==> src/include/trs_pkg.sv <==
package trs_pkg;

   // Power-good delay in oscillator cycles
   localparam int unsigned PG_DELAY_CYCLES = 32000;
   localparam int unsigned PG_CNT_W = 15;
   localparam logic [PG_CNT_W-1:0] PG_CNT_LAST = 15'(PG_DELAY_CYCLES - 1);
   localparam logic [PG_CNT_W-1:0] PG_CNT_ZERO = 15'h0000;

   // Strap decode levels
   typedef enum logic [1:0]
   {
      TRS_STRAP_GND = 2'h0,
      TRS_STRAP_LOGIC = 2'h1,
      TRS_STRAP_REF = 2'h2
   } trs_strap_type;

   // Sequencer states
   typedef enum logic [2:0]
   {
      TRS_IDLE,
      TRS_FIRST,
      TRS_SECOND,
      TRS_THIRD,
      TRS_DONE
   } trs_state_type;

   // Per-rail flags, one bit per converter
   typedef struct packed
   {
      logic adj;
      logic v33;
      logic v5;
   } trs_rails_type;

endpackage : trs_pkg

==> src/trs_sequencer.sv <==
// Functional notes
// RULE1: While the on/off input is low all three converters stay disabled.
// RULE2: Start-up begins when on/off goes high, with the order taken from the order-select strap.
// RULE3: Strap at ground enables 5 V, then 3.3 V, then the adjustable rail.
// RULE4: Strap at the logic supply enables 3.3 V, then 5 V, then the adjustable rail.
// RULE5: Strap at the reference uses the 3.3 V first order and enters high-impedance error-detect mode.
// RULE6: The second rail starts soft-start only once the first rail reports in tolerance.
// RULE7: The adjustable rail starts soft-start only once the second rail reports in tolerance.
// RULE8: Power-good stays low until both bucks are in tolerance and 32,000 cycles passed since the second rail settled.
// RULE9: The power-good timer counts oscillator cycles and power-good stays low throughout the count.
// RULE10: With the 5 V feedback above 4.5 V the linear regulator is off and logic runs from the 5 V output.
// RULE11: On/off going low clears the counter, drives power-good low and returns the sequencer to idle.
`timescale 1ns/10ps
`default_nettype none

module trs_sequencer
(
   input wire logic core_clk,
   input wire logic rst_n,
   input wire logic clk_en,
   input wire logic on_off,
   input wire logic [1:0] order_select_strap,
   input wire trs_pkg::trs_rails_type rail_in_tol,
   input wire logic five_volt_feedback_above,
   output trs_pkg::trs_rails_type rail_enable,
   output logic power_good,
   output logic power_good_oe,
   output logic error_detect_hiz,
   output logic internal_logic_supply_from_5v
);

   // Two-flop synchronisers for pin inputs
   logic on_s1_r, on_s2_r;
   logic fb_s1_r, fb_s2_r;
   trs_pkg::trs_rails_type tol_s1_r, tol_s2_r;
   logic [1:0] strap_s1_r, strap_s2_r;

   always_ff @(posedge core_clk)
   begin
      if (!rst_n)
      begin
         on_s1_r <= 1'b0;
         on_s2_r <= 1'b0;
         fb_s1_r <= 1'b0;
         fb_s2_r <= 1'b0;
         tol_s1_r <= '0;
         tol_s2_r <= '0;
         strap_s1_r <= 2'h0;
         strap_s2_r <= 2'h0;
      end
      else if (clk_en)
      begin
         on_s1_r <= on_off;
         on_s2_r <= on_s1_r;
         fb_s1_r <= five_volt_feedback_above;
         fb_s2_r <= fb_s1_r;
         tol_s1_r <= rail_in_tol;
         tol_s2_r <= tol_s1_r;
         strap_s1_r <= order_select_strap;
         strap_s2_r <= strap_s1_r;
      end
   end

   // Sequencer state, latched strap and power-good timer
   trs_pkg::trs_state_type state_r, state_nxt;
   logic [1:0] strap_r;
   logic [trs_pkg::PG_CNT_W-1:0] cnt_r, cnt_nxt;
   logic pg_r, pg_nxt;
   trs_pkg::trs_rails_type en_r, en_nxt;
   logic hiz_r;
   logic ldo_off_r;

   // Strap seen live while idle, so the first enable never uses a stale order
   wire logic [1:0] strap_cur = (state_r == trs_pkg::TRS_IDLE) ? strap_s2_r : strap_r; // [RULE2]

   // Order decode: ground strap puts 5 V first, otherwise 3.3 V first
   wire logic five_first = (strap_cur == trs_pkg::TRS_STRAP_GND); // [RULE3] [RULE4] [RULE5]
   wire logic first_tol = five_first ? tol_s2_r.v5 : tol_s2_r.v33;
   wire logic second_tol = five_first ? tol_s2_r.v33 : tol_s2_r.v5;
   wire logic bucks_tol = tol_s2_r.v5 & tol_s2_r.v33;
   wire logic cnt_done = (cnt_r == trs_pkg::PG_CNT_LAST);

   // Next-state and enable logic
   always_comb
   begin
      state_nxt = state_r;
      en_nxt = en_r;
      cnt_nxt = cnt_r;
      pg_nxt = pg_r;
      unique case (state_r)
         trs_pkg::TRS_IDLE:
         begin
            en_nxt = '0; // [RULE1]
            cnt_nxt = trs_pkg::PG_CNT_ZERO;
            pg_nxt = 1'b0;
            if (on_s2_r) // [RULE2]
            begin
               state_nxt = trs_pkg::TRS_FIRST;
               en_nxt.v5 = five_first;
               en_nxt.v33 = !five_first;
            end
         end
         trs_pkg::TRS_FIRST:
            if (first_tol) // [RULE6]
            begin
               state_nxt = trs_pkg::TRS_SECOND;
               en_nxt.v5 = 1'b1;
               en_nxt.v33 = 1'b1;
            end
         trs_pkg::TRS_SECOND:
            if (second_tol) // [RULE7]
            begin
               state_nxt = trs_pkg::TRS_THIRD;
               en_nxt.adj = 1'b1;
               cnt_nxt = trs_pkg::PG_CNT_ZERO;
            end
         trs_pkg::TRS_THIRD:
            if (!bucks_tol)
               cnt_nxt = trs_pkg::PG_CNT_ZERO; // [RULE8]
            else if (cnt_done)
            begin
               state_nxt = trs_pkg::TRS_DONE;
               pg_nxt = 1'b1; // [RULE8]
            end
            else
               cnt_nxt = cnt_r + 15'h0001; // [RULE9]
         trs_pkg::TRS_DONE:
            pg_nxt = bucks_tol;
      endcase
      if (!on_s2_r)
      begin
         state_nxt = trs_pkg::TRS_IDLE; // [RULE11]
         en_nxt = '0; // [RULE1]
         cnt_nxt = trs_pkg::PG_CNT_ZERO; // [RULE11]
         pg_nxt = 1'b0; // [RULE11]
      end
   end

   // State registers
   always_ff @(posedge core_clk)
   begin
      if (!rst_n)
      begin
         state_r <= trs_pkg::TRS_IDLE;
         en_r <= '0;
         cnt_r <= trs_pkg::PG_CNT_ZERO;
         pg_r <= 1'b0;
      end
      else if (clk_en)
      begin
         state_r <= state_nxt;
         en_r <= en_nxt;
         cnt_r <= cnt_nxt;
         pg_r <= pg_nxt;
      end
   end

   // Strap capture at start, error-detect mode and supply switch-over
   always_ff @(posedge core_clk)
   begin
      if (!rst_n)
      begin
         strap_r <= 2'h0;
         hiz_r <= 1'b0;
         ldo_off_r <= 1'b0;
      end
      else if (clk_en)
      begin
         if (state_r == trs_pkg::TRS_IDLE)
            strap_r <= strap_s2_r; // [RULE2]
         hiz_r <= on_s2_r && (strap_cur == trs_pkg::TRS_STRAP_REF); // [RULE5]
         ldo_off_r <= fb_s2_r; // [RULE10]
      end
   end

   assign rail_enable = en_r;
   assign power_good = 1'b0;
   assign power_good_oe = !pg_r; // Open drain: pull low until good
   assign error_detect_hiz = hiz_r;
   assign internal_logic_supply_from_5v = ldo_off_r;
endmodule : trs_sequencer

`default_nettype wire

==> config.mk <==
export PLATFORM = sky130hd
export DESIGN_NAME = trs_sequencer
export DESIGN_NICKNAME = d
export VERILOG_FILES = /design/src/include/trs_pkg.sv /design/src/trs_sequencer.sv
export SDC_FILE = /design/constraint.sdc
export NUM_CORES = 1
export LEC_CHECK = 0
export BUFFER_PORTS_ARGS = -buffer_cell sky130_fd_sc_hd__buf_2
export CORE_ASPECT_RATIO = 0.7
export CORE_MARGIN = 2
export CORE_UTILIZATION = 55
export CTS_CLUSTER_SIZE = 14
export DETAILED_ROUTE_END_ITERATION = 10
export PLACE_DENSITY = 0.74
export SLEW_MARGIN = 20
export SYNTH_ARGS = -nofsm -noshare
export SYNTH_HDL_FRONTEND = slang
export SYNTH_SLANG_ARGS = --single-unit
==> constraint.sdc <==
create_clock -name core_clk -period 3.6 [get_ports core_clk]
set_clock_uncertainty 0.05 [all_clocks]
set_input_delay 1.08 -clock core_clk [delete_from_list [all_inputs] [get_ports core_clk]]
set_output_delay 1.08 -clock core_clk [all_outputs]
set_load 0.01 [all_outputs]
; ---- After elaboration in Yosys (flattened, before gate mapping)
; Index checks and enable logic that the tools add are counted.
[op_classes]
div_mod_pow = 0
multipliers = 0
n_eq_ne = 16
reduce_logical = 10
n_mux = 23
shift = 0
n_bitwise = 1
n_addsub = 1
n_lt_le_gt_ge = 0
[op_table]
columns = op, count
row1 = $mux 15, 4
row2 = $pmux 15 s3, 1
row3 = $mux 3, 6
row4 = $add 15x1->15 const B, 1
row5 = $eq 15x15->1 const B, 1
row6 = $ne 3x3->1 const B, 4
row7 = $pmux 3 s4, 1
row8 = $ne 4x1->1 const B, 2
row9 = $reduce_and 4->1, 2
row10 = $eq 3x2->1 const B, 2
row11 = $mux 1, 6
row12 = $ne 3x1->1 const B, 2
row13 = $reduce_and 3->1, 2
row14 = $reduce_and 6->1, 1
row15 = $ne 5x1->1 const B, 1
row16 = $mux 2, 2
row17 = $ne 4x4->1 const B, 1
row18 = $pmux 2 s2, 1
row19 = $eq 3x1->1 const B, 1
row20 = $eq 3x3->1 const B, 1
row21 = $logic_not 3->1, 1
row22 = $pmux 1 s3, 1
row23 = $eq 2x2->1 const B, 1
row24 = $logic_not 1->1, 2
row25 = other kinds (4), 4
[totals]
mem_bits_rw = 0
latchBits = 0
out_inout_bits = 7
register_bits = 38
n_memories = 0
inputBits = 10
rom_bits = 0

; ---- Logic depth before layout (Yosys ltp)
[logic_depth]
ltp_word = 7
mapped_depth = 7
depth_no_buf = 6

; ---- Worst setup path after synthesis
; Ideal clock, no wire load.
[synth_path]
kind = input port to flip-flop
from = input port clk_en
to = register cnt_r[11] in the netlist's numbering
stages = 6
t_required_ns = 3.420
t_arrival_ns = 2.125
path_slack_ns = 1.295
n_path_buf = 2
setup_time_ns = 0.130
path_cell_list = o21ai_0 > mux2_4 > buf_6 > o21ai_1 > buf_2 > a21oi_1
[synth_between]
elab_chain_cells = 1
[synth_lines]
columns = element, line
row1 = from (decl), trs_sequencer.sv:20  ; input wire logic clk_en,
row2 = $reduce_and 4->1 (no line), n/a
row3 = to (signal assigned), trs_sequencer.sv:146  ; cnt_r <= trs_pkg::PG_CNT_ZERO;
row4 = to (signal assigned), trs_sequencer.sv:153  ; cnt_r <= cnt_nxt;
row5 = to (decl), trs_sequencer.sv:67  ; logic [trs_pkg::PG_CNT_W-1:0] cnt_r, cnt_nxt;
; No other way between the ends.
; A chain may end at the register's enable or synchronous reset.

; ---- Final worst setup path
[layout_path]
from = register state_r[0]
to = register cnt_r[10] in the netlist's numbering
[layout_between]
elab_chain_cells = 6
elab_cells_between_ends = 12
cone_classes = eq/ne (5) / mux (4) / reduce/logical (3)
[layout_lines]
columns = element, line
row1 = from (decl), trs_sequencer.sv:65  ; trs_pkg::trs_state_type state_r, state_nxt;
row2 = from (signal assigned), trs_sequencer.sv:144  ; state_r <= trs_pkg::TRS_IDLE;
row3 = from (signal assigned), trs_sequencer.sv:151  ; state_r <= state_nxt;
row4 = $logic_not 3->1, "trs_sequencer.sv:74, trs_sequencer.sv:90"
row5 = $mux 2, n/a
row6 = $logic_not 2->1, trs_sequencer.sv:77  ; wire logic five_first = (strap_cur == trs_pkg::TRS_STRAP_GND);
row7 = $mux 1, trs_sequencer.sv:79  ; wire logic second_tol = five_first ? tol_s2_r.v33 : tol_s2_r.v5;
row8 = $ne 3x3->1 (no line), n/a
row9 = $reduce_and 4->1 (no line), n/a
; Several ways; a longest one is shown, not always the timed one.

==> flow_summary.yaml <==
detailed_routing:
  postRouteAntennaNets: 0
  drtIter0Drc: 141
  drcViolationCount: 0
  firstDrtPassIters: 4
  wire_per_inst_um: 13.4
  via_per_inst: 5.88
  dr_total_vias: 1692
  drt-total-wl_mm: 3.86
yosys:
  ys_seq_area_frac: 0.384
  mappedNetlistArea_um2: 1980
  synth_area_leaders: "dfxtp_1, mux2i_1, o31ai_1, or4_1, a21oi_1"
  netlist_instances: 228
  synth_top_area_share: 0.384
  syn-num-nets: 239
  avgSynthCellArea_um2: 8.69
  yosys_warnings: 0
  synth.largest_area_cell: "dfxtp_1"
  ys_ff_latch: 38
  yosysUniqueCellTypes: 43
placement:
  placedInstanceArea_um2: 2050
  dp_hpwl_mm: 2.59
  dpl_worst_slack_ns: 1.03
  gp_congestion: 0.849
  numPortBuffers: 14
floorplanning:
  fp.coreArea_um2: 3490
  die_x_um: 75.7
  rows: 18
  fp.dieArea_um2: 4110
  die_h_um: 54.2
  num_io_pins: 17
  start_util: 0.567
global_route:
  grt_usage: 0.215
  first_global_vias: 1475
  grt-ovfl-total: 0
  grt_start_max_net_pins: 34
  grt_antenna_before_repair: 0
  grt_pass1_wl_mm: 6.69
cts:
  cts_resized: 0
  post_cts.repair.setup_buffers: 0
  ctsHoldBuffers: 0
  clockBufferDepth: 2
  h-tree-depth: 2
  cts_root_buf: "clkbuf_8"
  cts_sinks: 38
  clk_pin_slew_ns: 0.08
  worst_skew_pair.late_latency_ns: 0.29
  cts_tree: "done"
  cts_buffers: 5
power_and_ir_drop:
  p_clk_frac: 0.416
  combPwrFrac: 0.072
  internal_power_uw: 658
  p_per_area_nw_per_um2: 395
  p_sw_uw: 195
  vdd_drop_max_uv: 261
  power_uw: 854
  pwr-share-seq: 0.512
  switching_share: 0.229
  p_leak_uw: 0.000720
finish:
  stdcell_area_um2: 2160
  finalNetCount: 248
  fillers: 322
  drive_gt1_frac: 0.134
  area_growth_pct: 9.16
  diodes: 0
timing:
  setup_ws_ns: 1.02
  finalCritPeriodShare: 0.717
  drv_slew: 0
  finalHoldViolCount: 0
  tns_ns: 0
  period_needed_ns: 2.58
  rsz0062_at_grt: "no"
  finalSetupViolCount: 0
  max_clock_freq_mhz: 387
  tightest_slew_ns: 0.497
  holdWs_ns: 0.404
  relSlewSlack: 0.659
worst_setup_path:
  endpoint_kind: "flip-flop"
  cp.arrival_ns: 2.75
  slowest_stage: "or4_1"
  cp_cell_sequence: "nor3_4, mux2i_2, mux2_4, or4_1, a21oi_1"
  cp-start-kind: "flip-flop"
  crit_fanout: 33
  crit_required_ns: 3.77
  worst_path_largest_cell_delay_ns: 0.53
  path_class: "flip-flop to flip-flop"
flow_run:
  drv_cap: 0
run_status:
  status: "finished, final reports clean"
min_path:
  hold_class: "flip-flop to flip-flop"
state kept, by name, summed over array words and instances, names as in the netlist, 2 cells and up:
register,count
cnt_r,15
strap_r,2
strap_s2_r,2
tol_s2_r,2
strap_s1_r,2
tol_s1_r,2
rail_enable,3
state_r,3
power by group through the flow:
stage | combinational (uW) | clock, uW | sequential [uW]
5_1_grt | 69.3 | 378 | 439
6_report | 61.4 | 355 | 437
2_1_floorplan | 52.2 | 0 | 444
4_1_cts | 61.5 | 360 | 437
3_3_place_gp | 60.8 | 0 | 447
3_5_place_dp | 61.2 | 0 | 447
synth_stat cells, drive strengths merged:
library cell and instances:
o31ai 13, o21ai 12, conb 1, nand2 12, inv 5, or3 2
o22ai 1, nand2b 1, a21oi 18, and2 1, nor3b 1, o2111ai 2
buf 9, and3 1, nor2 16, or4 13, or4b 3, clkbuf 6
or3b 2, ha 1, nand4 11, dfxtp 38, a31oi 2, nand4bb 2
o21a 1, a21boi 5, nor3 2, mux2i 16, o221ai 1, nand3 9
o41ai 2, a311oi 1, mux2 2, a21o 1, nor2b 14, or2 1
path summary, 6_finish.rpt:
path	slack, ns	startpoint	cells after the start	end
max reg2reg	1.02	state_r[0]	5	cnt_r[10]
min	0.40	pg_r	2	pg_r
max	1.02	state_r[0]	5	cnt_r[10]
min reg2reg	0.40	pg_r	2	pg_r
cells by family after synthesis:
| logic type | Yosys count | share of synthesized area |
|---|---|---|
| fa+ha+maj | 1 | 0.00632 |
| other cells | 1 | 0.00189 |
| compound gates | 59 | 0.188 |
| mux | 18 | 0.0960 |
| flops | 38 | 0.384 |
| simple gates | 91 | 0.273 |
| buf+inv | 20 | 0.0512 |
final cells by class:
cell class | instances | area (um^2) | area share
Inverter | 5 | 18.8 | 0.00868
Timing Repair Buffer | 17 | 92.6 | 0.0428
Clock inverter | 3 | 40.0 | 0.0185
Multi-Input combinational cell | 170 | 1120 | 0.517
Tap cell | 50 | 62.6 | 0.0289
Clock buffer | 5 | 68.8 | 0.0318
Sequential cell | 38 | 761 | 0.352
metal layers:
layer,track usage,wire length (um),part of all wire
met5,0,0,0
met1,0.323,1990,0.52
met3,0.0497,199,0.052
met2,0.310,1630,0.42
met4,0.0526,34,0.0088
worst max-delay path: cells and delay by family, from the launching register on:
family,cells,cell delay [ns]
AO/OA/AOI/OAI,1,0.16
flip-flops,1,0.45
multiplexers,2,0.96
AND/OR/NAND/NOR,2,0.88
cells in the final DEF (no fill, tap or decap), drive strengths merged, types with 3 or more instances in the layout:
master,synthesis,final
clkbuf,6,5
or4b,3,3
nand4,11,11
nor2b,14,14
mux2i,16,16
inv,5,5
o21ai,12,12
o31ai,13,13
nand3,9,9
nor2,16,16
a21boi,5,5
dfxtp,38,38
buf,9,17
a21oi,18,18
or4,13,13
nand2,12,12
per-stage QoR:
step	std cells	utilization
3_3_place_gp	280	0.588
4_1_cts	288	0.619
6_report	288	0.619
2_1_floorplan	228	-
5_1_grt	288	0.619
3_5_place_dp	280	0.588
Note: power is estimated with default switching activity, not from simulation.
